--- src/rtl/bmdw_pkg.sv ---
/*
  Constants shared by the board memory decode window block: processor and
  system-bus address widths, memory and I/O decode limits, latch layout.
  Assumes a 20-bit processor memory address and 16-bit I/O addresses.
*/
package bmdw_pkg;
  // Address widths
  localparam int CPU_ADDR_W = 20;
  localparam int IO_ADDR_W = 16;
  localparam int SYS_ADDR_W = 24;
  localparam int SEG_BITS = 6;
  localparam int SEG_OFS_BITS = 18;
  localparam int DATA_W = 16;
  // Window latch data field, D7 lands on the top segment bit
  localparam int LATCH_MSB = 7;
  localparam int LATCH_LSB = 2;
  localparam logic [5:0] SEG_RESET = 6'h00;
  // I/O map
  localparam logic [15:0] IO_WINDOW_LATCH = 16'h00D0;
  localparam logic [15:0] IO_ONBOARD_LO = 16'h0080;
  localparam logic [15:0] IO_ONBOARD_HI = 16'h00FF;
  localparam logic [15:0] IO_MOD1_BASE = 16'h0080;
  localparam logic [15:0] IO_MOD2_BASE = 16'h00A0;
  localparam logic [15:0] IO_MOD_SPAN = 16'h0020;
  localparam logic [15:0] IO_MOD_UPPER = 16'h0010;
  // Processor relocation register, kept by software
  localparam logic [15:0] RELOC_OFFSET = 16'hFFFE;
  localparam int RELOC_CASCADE_BIT = 14;
  localparam int RELOC_MEMIO_BIT = 12;
  // Memory map
  localparam logic [19:0] WIN_LO = 20'h80000;
  localparam logic [19:0] WIN_HI = 20'hBFFFF;
  localparam logic [19:0] LOCAL_LO_ABOVE_RAM = 20'h02000;
  localparam logic [19:0] LOCAL_LO_ZERO = 20'h00000;
  localparam logic [19:0] LOCAL_HI_896K = 20'hDFFFF;
  localparam logic [19:0] LOCAL_HI_768K = 20'hBFFFF;
  localparam logic [19:0] LOCAL_HI_512K = 20'h7FFFF;
  // Local range jumper settings
  typedef enum logic [1:0] {
    BMDW_LR_896K,
    BMDW_LR_768K,
    BMDW_LR_512K,
    BMDW_LR_BAD
  } bmdw_lrange_t;
endpackage : bmdw_pkg

--- src/rtl/bmdw_window_latch.sv ---
/*
  Write-only segment window latch: data bits D7 to D2 of an I/O write
  become the high part of the extended system-bus address.
  Assumes the caller qualifies wr_en with the latch port decode.
*/
`timescale 1ns/1ps
module bmdw_window_latch (
  input wire logic clk,
  input wire logic rstn,
  input wire logic wr_en,
  input wire logic [bmdw_pkg::DATA_W-1:0] wr_data,
  output logic [bmdw_pkg::SEG_BITS-1:0] segment
);
  import bmdw_pkg::*;

  always_ff @(posedge clk or negedge rstn) begin
    if (!rstn) begin
      segment <= SEG_RESET;
    end else if (wr_en) begin
      segment <= wr_data[LATCH_MSB:LATCH_LSB]; // D7 is top bit
    end
  end
endmodule : bmdw_window_latch

--- src/rtl/bmdw_module_decode.sv ---
/*
  Chip-select decode for one expansion module connector: two selects whose
  addresses depend on the module being 8 or 16 bits wide.
  Assumes io_cycle marks a valid I/O cycle; outputs are combinational.
*/
`timescale 1ns/1ps
module bmdw_module_decode #(
  parameter logic [15:0] BASE = bmdw_pkg::IO_MOD1_BASE
) (
  input wire logic io_cycle,
  input wire logic [bmdw_pkg::IO_ADDR_W-1:0] io_addr,
  input wire logic bhe_n,
  input wire logic wide,
  output logic module_select_zero,
  output logic module_select_one
);
  import bmdw_pkg::*;

  logic [15:0] offset;
  logic in_span;
  logic lower_half;
  logic even_byte;
  logic odd_byte;
  logic word_acc;
  logic lower_even_byte;

  // Window of this connector and access kind
  assign offset = io_addr - BASE;
  assign in_span = io_cycle && (io_addr >= BASE) && (offset < IO_MOD_SPAN);
  assign lower_half = offset < IO_MOD_UPPER;
  assign even_byte = !io_addr[0] && bhe_n;
  assign odd_byte = io_addr[0] && !bhe_n;
  assign word_acc = !io_addr[0] && !bhe_n;
  assign lower_even_byte = in_span && lower_half && even_byte;

  // lower-half even bytes select zero, wide words both
  assign module_select_zero = lower_even_byte || (in_span && lower_half && word_acc && wide);
  assign module_select_one = (in_span && lower_half && word_acc && wide)
                           || (in_span && lower_half && odd_byte && wide)
                           || (in_span && !lower_half && even_byte && !wide);
endmodule : bmdw_module_decode

--- src/rtl/bmdw_decode.sv ---
/*
  Board memory decode window: steers processor memory cycles to the local
  expansion bus or the system bus, extends system addressing through a
  segment window, and decodes the on-board I/O range and module selects.
  Assumes cycle qualifiers come from logic on clk; jumper and strap pins
  are asynchronous. All outputs are registered, one clock behind the processor inputs.
*/
// Functional notes
// - I/O write to 00D0H loads latch
// - Window covers 64 segments of 256KB
// - System address is latch over 18 bits
// - Latch drives lines 23 to 18, D7 top
// - Jumper enables window at 80000H-BFFFFH
// - Default local memory 02000H to 7FFFFH
// - Local starts at zero without low RAM
// - Two jumpers pick local range size
// - Local range over 512KB blocks window
// - Local disabled: system bus, drivers off
// - I/O 0080H-00FFH gives peripheral select one
// - Two module selects per connector
// - First connector lower-half even bytes select zero
`timescale 1ns/1ps
module bmdw_decode #(
  parameter int SYNC_STAGES = 3
) (
  input wire logic clk,
  input wire logic rstn,
  input wire logic [bmdw_pkg::CPU_ADDR_W-1:0] cpu_addr,
  input wire logic cpu_bhe_n,
  input wire logic cpu_mem_cycle,
  input wire logic cpu_io_cycle,
  input wire logic cpu_io_wr,
  input wire logic [bmdw_pkg::DATA_W-1:0] cpu_wdata,
  input wire logic onboard_mem_hit,
  input wire logic ext16_jumper_pin,
  input wire logic size_first_pin,
  input wire logic size_second_pin,
  input wire logic local_enable_pin,
  input wire logic bank_a_low_pin,
  input wire logic mod1_wide_pin,
  input wire logic mod2_wide_pin,
  output logic sys_mem_sel,
  output logic [bmdw_pkg::SYS_ADDR_W-1:0] sys_addr,
  output logic local_mem_sel,
  output logic local_drv_en,
  output logic peripheral_select_one,
  output logic mod1_select_zero,
  output logic mod1_select_one,
  output logic mod2_select_zero,
  output logic mod2_select_one,
  output logic window_active,
  output logic jumper_fault,
  output logic [bmdw_pkg::SEG_BITS-1:0] segment_window
);
  import bmdw_pkg::*;

  localparam int NUM_STRAPS = 7;

  // Inclusive address band test, shared by the window and local decodes.
  // Both ends count, so a band written as first and last byte is exact;
  // an empty band is a top below its bottom.
  function automatic logic in_band(
    input logic [CPU_ADDR_W-1:0] addr,
    input logic [CPU_ADDR_W-1:0] lo,
    input logic [CPU_ADDR_W-1:0] hi
  );
    in_band = (addr >= lo) && (addr <= hi);
  endfunction : in_band

  // Strap index map
  localparam int S_EXT16 = 0;
  localparam int S_SIZE_A = 1;
  localparam int S_SIZE_B = 2;
  localparam int S_LOCAL_EN = 3;
  localparam int S_BANK_LOW = 4;
  localparam int S_MOD1_WIDE = 5;
  localparam int S_MOD2_WIDE = 6;

  logic [NUM_STRAPS-1:0] strap_pin;
  logic [NUM_STRAPS-1:0] strap;

  // Pins gathered into one vector for the synchroniser loop
  assign strap_pin = {mod2_wide_pin, mod1_wide_pin, bank_a_low_pin, local_enable_pin,
                      size_second_pin, size_first_pin, ext16_jumper_pin};

  // Jumpers are asynchronous: three stages, change taken when the last two
  // agree. Reset reads every jumper as removed until the pins settle.
  genvar gi;
  generate
    for (gi = 0; gi < NUM_STRAPS; gi++) begin : g_strap
      logic [SYNC_STAGES-1:0] stage;
      logic held;
      logic agree;
      always_ff @(posedge clk or negedge rstn) begin
        if (!rstn) begin
          stage <= '0;
        end else begin
          stage <= {stage[SYNC_STAGES-2:0], strap_pin[gi]};
        end
      end
      // Filter looks only at the second and third stages, so a pin that
      // bounces for one sample never reaches the decode
      assign agree = (stage[SYNC_STAGES-1] == stage[SYNC_STAGES-2]);
      always_ff @(posedge clk or negedge rstn) begin
        if (!rstn) begin
          held <= 1'b0;
        end else if (agree) begin
          held <= stage[SYNC_STAGES-1];
        end
      end
      assign strap[gi] = held;
    end
  endgenerate

  // Local range selection from the two size jumpers
  bmdw_lrange_t lrange;
  logic [19:0] local_hi;
  logic [19:0] local_lo;
  logic range_bad;

  always_comb begin
    unique case ({strap[S_SIZE_A], strap[S_SIZE_B]})
      2'h0: lrange = BMDW_LR_896K;
      2'h1: lrange = BMDW_LR_768K;
      2'h2: lrange = BMDW_LR_512K;
      2'h3: lrange = BMDW_LR_BAD;
    endcase
  end

  // Range top per setting; the bad pair maps to an unused top
  always_comb begin
    unique case (lrange)
      BMDW_LR_896K: local_hi = LOCAL_HI_896K;
      BMDW_LR_768K: local_hi = LOCAL_HI_768K;
      BMDW_LR_512K: local_hi = LOCAL_HI_512K;
      BMDW_LR_BAD: local_hi = LOCAL_LO_ZERO;
    endcase
  end

  // Forbidden pair flagged for software and the checker
  assign range_bad = (lrange == BMDW_LR_BAD);

  // zero base when RAM moved away
  assign local_lo = strap[S_BANK_LOW] ? LOCAL_LO_ABOVE_RAM : LOCAL_LO_ZERO;

  // Extended window permission
  logic win_allowed;
  logic in_window;
  logic in_local;
  logic local_en;

  assign win_allowed = strap[S_EXT16] && (lrange == BMDW_LR_512K);

  assign in_window = in_band(cpu_addr, WIN_LO, WIN_HI);

  // A forbidden size pair drops the local bus as well
  // jumpers removed hand range to system
  assign local_en = strap[S_LOCAL_EN] && !range_bad;

  assign in_local = local_en && in_band(cpu_addr, local_lo, local_hi);

  // Memory steering; on-board sockets answer first, local bus next.
  // A forbidden jumper pair disables the local bus rather than guessing.
  logic next_local_sel;
  logic next_sys_sel;
  logic use_window;
  logic [SYS_ADDR_W-1:0] next_sys_addr;
  logic [SYS_ADDR_W-1:0] plain_addr;
  logic [SYS_ADDR_W-1:0] window_addr;

  assign next_local_sel = cpu_mem_cycle && !onboard_mem_hit && in_local;
  assign next_sys_sel = cpu_mem_cycle && !onboard_mem_hit && !in_local;
  assign use_window = win_allowed && in_window;

  // latch lands on lines 23 to 18
  assign window_addr = {segment_window, cpu_addr[SEG_OFS_BITS-1:0]};
  // Outside the window the 20-bit address is zero-extended
  assign plain_addr = {{(SYS_ADDR_W-CPU_ADDR_W){1'b0}}, cpu_addr};
  assign next_sys_addr = use_window ? window_addr : plain_addr;

  // I/O decoding
  logic [IO_ADDR_W-1:0] io_addr;
  logic next_periph_one;
  logic latch_wr;

  // I/O cycles carry a 16-bit port number on the low address lines
  assign io_addr = cpu_addr[IO_ADDR_W-1:0];

  assign next_periph_one = cpu_io_cycle && (io_addr >= IO_ONBOARD_LO)
                           && (io_addr <= IO_ONBOARD_HI);

  // Byte enable ignored: any write to the port loads D7 to D2
  // latch port write strobe
  assign latch_wr = cpu_io_cycle && cpu_io_wr && (io_addr == IO_WINDOW_LATCH);

  bmdw_window_latch u_latch (
    .clk(clk),
    .rstn(rstn),
    .wr_en(latch_wr),
    .wr_data(cpu_wdata),
    .segment(segment_window)
  );

  logic m1_zero;
  logic m1_one;
  logic m2_zero;
  logic m2_one;

  bmdw_module_decode #(
    .BASE(IO_MOD1_BASE)
  ) u_mod1 (
    .io_cycle(cpu_io_cycle),
    .io_addr(io_addr),
    .bhe_n(cpu_bhe_n),
    .wide(strap[S_MOD1_WIDE]),
    .module_select_zero(m1_zero),
    .module_select_one(m1_one)
  );

  bmdw_module_decode #(
    .BASE(IO_MOD2_BASE)
  ) u_mod2 (
    .io_cycle(cpu_io_cycle),
    .io_addr(io_addr),
    .bhe_n(cpu_bhe_n),
    .wide(strap[S_MOD2_WIDE]),
    .module_select_zero(m2_zero),
    .module_select_one(m2_one)
  );

  // Bus selects registered, one clock after the cycle qualifier
  always_ff @(posedge clk or negedge rstn) begin
    if (!rstn) begin
      sys_mem_sel <= 1'b0;
      local_mem_sel <= 1'b0;
    end else begin
      sys_mem_sel <= next_sys_sel;
      local_mem_sel <= next_local_sel;
    end
  end

  // System address follows every cycle; it only means something while
  // sys_mem_sel is high, which saves a load enable on 24 flops
  always_ff @(posedge clk or negedge rstn) begin
    if (!rstn) begin
      sys_addr <= '0;
    end else begin
      sys_addr <= next_sys_addr;
    end
  end

  always_ff @(posedge clk or negedge rstn) begin
    if (!rstn) begin
      local_drv_en <= 1'b0;
    end else begin
      local_drv_en <= local_en;
    end
  end

  // Jumper status, reported so a bad setting is visible
  always_ff @(posedge clk or negedge rstn) begin
    if (!rstn) begin
      window_active <= 1'b0;
      jumper_fault <= 1'b0;
    end else begin
      window_active <= win_allowed;
      jumper_fault <= range_bad;
    end
  end

  always_ff @(posedge clk or negedge rstn) begin
    if (!rstn) begin
      peripheral_select_one <= 1'b0;
    end else begin
      peripheral_select_one <= next_periph_one;
    end
  end

  // Module selects registered alongside the memory steering
  always_ff @(posedge clk or negedge rstn) begin
    if (!rstn) begin
      mod1_select_zero <= 1'b0;
      mod1_select_one <= 1'b0;
      mod2_select_zero <= 1'b0;
      mod2_select_one <= 1'b0;
    end else begin
      mod1_select_zero <= m1_zero;
      mod1_select_one <= m1_one;
      mod2_select_zero <= m2_zero;
      mod2_select_one <= m2_one;
    end
  end
endmodule : bmdw_decode

--- config.mk ---
export PLATFORM = sky130hd
export DESIGN_NAME = bmdw_decode
export DESIGN_NICKNAME = d
export VERILOG_FILES = /design/src/rtl/bmdw_pkg.sv /design/src/rtl/bmdw_window_latch.sv /design/src/rtl/bmdw_module_decode.sv /design/src/rtl/bmdw_decode.sv
export SDC_FILE = /design/constraint.sdc
export NUM_CORES = 1
export LEC_CHECK = 0
export BUFFER_PORTS_ARGS = -buffer_cell sky130_fd_sc_hd__clkbuf_2
export CAP_MARGIN = 20
export CORE_MARGIN = 1
export CORE_UTILIZATION = 30
export CTS_CLUSTER_DIAMETER = 50
export DETAILED_ROUTE_END_ITERATION = 8
export RECOVER_POWER = 25
export SLEW_MARGIN = 20
export SYNTH_ARGS = -nofsm -noshare
export SYNTH_HDL_FRONTEND = slang
export SYNTH_HIERARCHICAL = 1
export SYNTH_SLANG_ARGS = --single-unit
--- constraint.sdc ---
create_clock -name clk -period 6.55 [get_ports clk]
set_input_delay 0.3275 -clock clk [delete_from_list [all_inputs] [get_ports clk]]
set_output_delay 0.3275 -clock clk [all_outputs]
set_load 0.005 [all_outputs]
==> impl_metrics.yaml <==
synth:
  synthTopCellsByArea: "dfrtp_1 (60%), ha_1 (10%), mux2_4 (3.2%), maj3_1 (2.5%), a21oi_1 (1.6%)"
  yosysSeqAreaShare_pct: 59.68
  syn_avg_cell_area_sq_um: 13.26
  synth.ff_latch_count: 68
  yosysTopAreaCell: "dfrtp_1"
  synth_ff_type: "dfrtp_1"
  syn_nets: 288
  netlist_instances: 215
  synth_cell_types: 49
  yosys.area.top_type_share_pct: 59.68
  synth_area_sq_um: 2851
  yosys_warnings: 6
  async_flop_share_pct: 100.0
  synth_edf_count: 0
route:
  met1Wirelength_um: 2684
  vias: 1929
  dr_wl_met2_um: 2554
  wl_met3_um: 292
  drt_iter0_drc: 43
  ant_nets: 0
  wl_per_cell_um: 12.94
  top_layer_used: "met4"
  dr.pass1.iters: 4
  routed_wl_um: 5655
  drc: 0
  viasPerCell: 4.414
worst_setup_path:
  critPathLaunchType: "input pin"
  r2r_end: "local_mem_sel"
  r2r_slack_ps: 3500
  crit_start: "rstn"
  worst_ep_arrival_time_ps: 2780
  cp-end-kind: "async pin"
  path_buf_inv: 1
  crit_end: "sys_addr[4]"
  crit_type: "in -> async"
  cp.depth: 1
  slowest_stage: "clkbuf_1"
  ff2ff_path_depth: 8
  r2r_start: "g_strap[2].held"
  path_max_fanout: 68
  crit_chain: "clkbuf_1"
  cp.required_ps: 6210
  cpPeakStageDelay_ps: 2410
  crit_family: "buffers and inverters"
flow_run:
  maxCapViolations: 1
cts:
  clock_latency_ps: 340
  cts_tree: "done"
  clk_path_buf_depth: 2
  path_clk_slew_ps: 70
  cts_hold_buf: 0
  root_buffer: "clkbuf_8"
  cts.sinks: 68
  cts_resized: 0
  cts_buffers: 9
  post-cts-setup-buffers: 0
  cts_max_level: 3
power_and_ir_drop:
  power.total_uw: 856.1
  p_switching_uw: 227.8
  power_leakage_uw: 0.001691
  p_sw_share_pct: 26.61
  powerDensity_nw_per_um2: 241.7
  seqPwrFrac_pct: 52.4
  peakVddDrop_mv: 0.08151
  cellInternalPower_uw: 628.3
  p_clk_share_pct: 35.5
  p_comb_share_pct: 12.1
timing:
  tightest_slew_ps: 3485
  timing.fmax_mhz: 320.3
  maxSlewHeadroom_pct: -132.3
  fin_crit_sh_pct: 47.67
  finalClockSkew_ps: 4.424
  maxSlewViolCount: 69
  setup_tns_ps: 0
  hold_viol: 0
  finalSetupViolCount: 0
  period_minus_slack_ps: 3122
  rsz0062_at_grt: "no"
outcome:
  violations: "max-capacitance violations, max-slew violations"
  status: "finished, violations left"
place:
  gp_congestion: 0.7198
  port_buffers: 79
  place_hpwl_um: 4128
grt:
  grt_overflow_total: 0
  track_usage_pct: 12.70
  grt_max_degree: 69
  grt_first_pass_wirelength_um: 9439
  antenna_found_initial: 0
  grt_pass1_vias: 1904
layout:
  area.growth.synth_to_final_pct: 24.22
  drive_gt1_share_pct: 29.55
  antenna_cells: 0
  postLayoutCoreUtil_pct: 38.33
  fill_cells: 916
  final_common_cell: "dfrtp_1"
  mostFrequentLayoutCells: "dfrtp_1 (68), clkbuf_2 (60), ha_1 (23)"
  num-nets-final: 376
worst_hold_path:
  min_path_type: "in -> reg"
floorplanning:
  core_area_sq_um: 9240
  die_h_um: 99.50
  die_w_um: 99.50
  num_rows: 35
  io_pins: 90
  die_area_sq_um: 9899
  start_util_pct: 30.86
-- logic make-up after synthesis --
logic type                 count (synthesis)  share of synthesized area, %
AOI/OAI and AO/OA                         29                         6.539
xor gates and xnor gates                   4                         1.492
adders and majority gates                 30                         12.55
buffers and inverters                     11                         1.843
DFF                                       68                         59.68
muxes                                      7                         3.510
and+or+nand+nor                           66                         14.39
-- state kept, by name, summed over array words and instances (netlist names), 6 cells and up --
| signal | count |
|---|---|
| g_strap.held | 7 |
| u_latch/segment | 6 |
| g_strap.stage | 21 |
| sys_addr | 24 |
-- through the flow --
stage / hold WS [ps] / instance area [sq um] / std cells / setup WS (ps)
5_1_grt: 64.85 / 3542 / 437 / 2584
6_report: 85.51 / 3542 / 437 / 3428
3_3_place_gp: 332.0 / 3392 / 421 / 3547
2_1_floorplan: 31.91 / 2851 / 215 / 3936
4_1_cts: 63.84 / 3568 / 437 / 3458
3_5_place_dp: 334.7 / 3392 / 421 / 3492
-- area by class of cell --
type | count | area (sq um) | share of cell area [%]
repair buffers | 79 | 371.6 | 10.49
multi-input cells | 136 | 1097 | 30.98
well taps | 129 | 161.4 | 4.557
clock inverters | 6 | 38.79 | 1.095
flip-flops and latches | 68 | 1702 | 48.04
clock buffers | 10 | 137.6 | 3.886
inverters | 9 | 33.78 | 0.9537
-- worst min path at each step --
stage | from | to | slack (ps) | cells past startpoint
after floorplan | rstn | g_strap[0].held | 30 | 0
after global placement | g_strap[3].stage[0] | g_strap[3].stage[1] | 330 | 0
after detailed placement | g_strap[1].stage[0] | g_strap[1].stage[1] | 330 | 0
after CTS | size_second_pin | g_strap[2].stage[0] | 60 | 1
after global routing | mod1_wide_pin | g_strap[5].stage[0] | 60 | 1
final | size_second_pin | g_strap[2].stage[0] | 90 | 1
-- cells in the mapped netlist (3+ instances only) --
library cell,instances
mux2_4,6
nor3_1,6
nand4_1,3
ha_1,23
maj3_1,7
o21ai_0,4
a31oi_1,3
nor2_1,11
inv_1,8
nand2_1,11
dfrtp_1,68
nor3b_1,3
or4_1,4
and2_1,5
a21oi_1,9
-- power by group through the flow --
stage / Sequential [uW] / Combinational [uW] / Clock [uW]
floorplan: 456 / 53.9 / 0
global placement: 456 / 103 / 0
detailed placement: 457 / 107 / 0
CTS: 449 / 108 / 319
global route: 451 / 121 / 341
finish: 449 / 103 / 304
-- routing by layer --
| layer | vias to the layer above | GRT usage, % |
|---|---|---|
| li1 | 953 | - |
| met1 | 902 | 16.69 |
| met2 | 61 | 18.96 |
| met3 | 13 | 3.935 |
| met4 | 0 | 6.335 |
| met5 | - | 0 |
(Power assumes the default switching activity.)
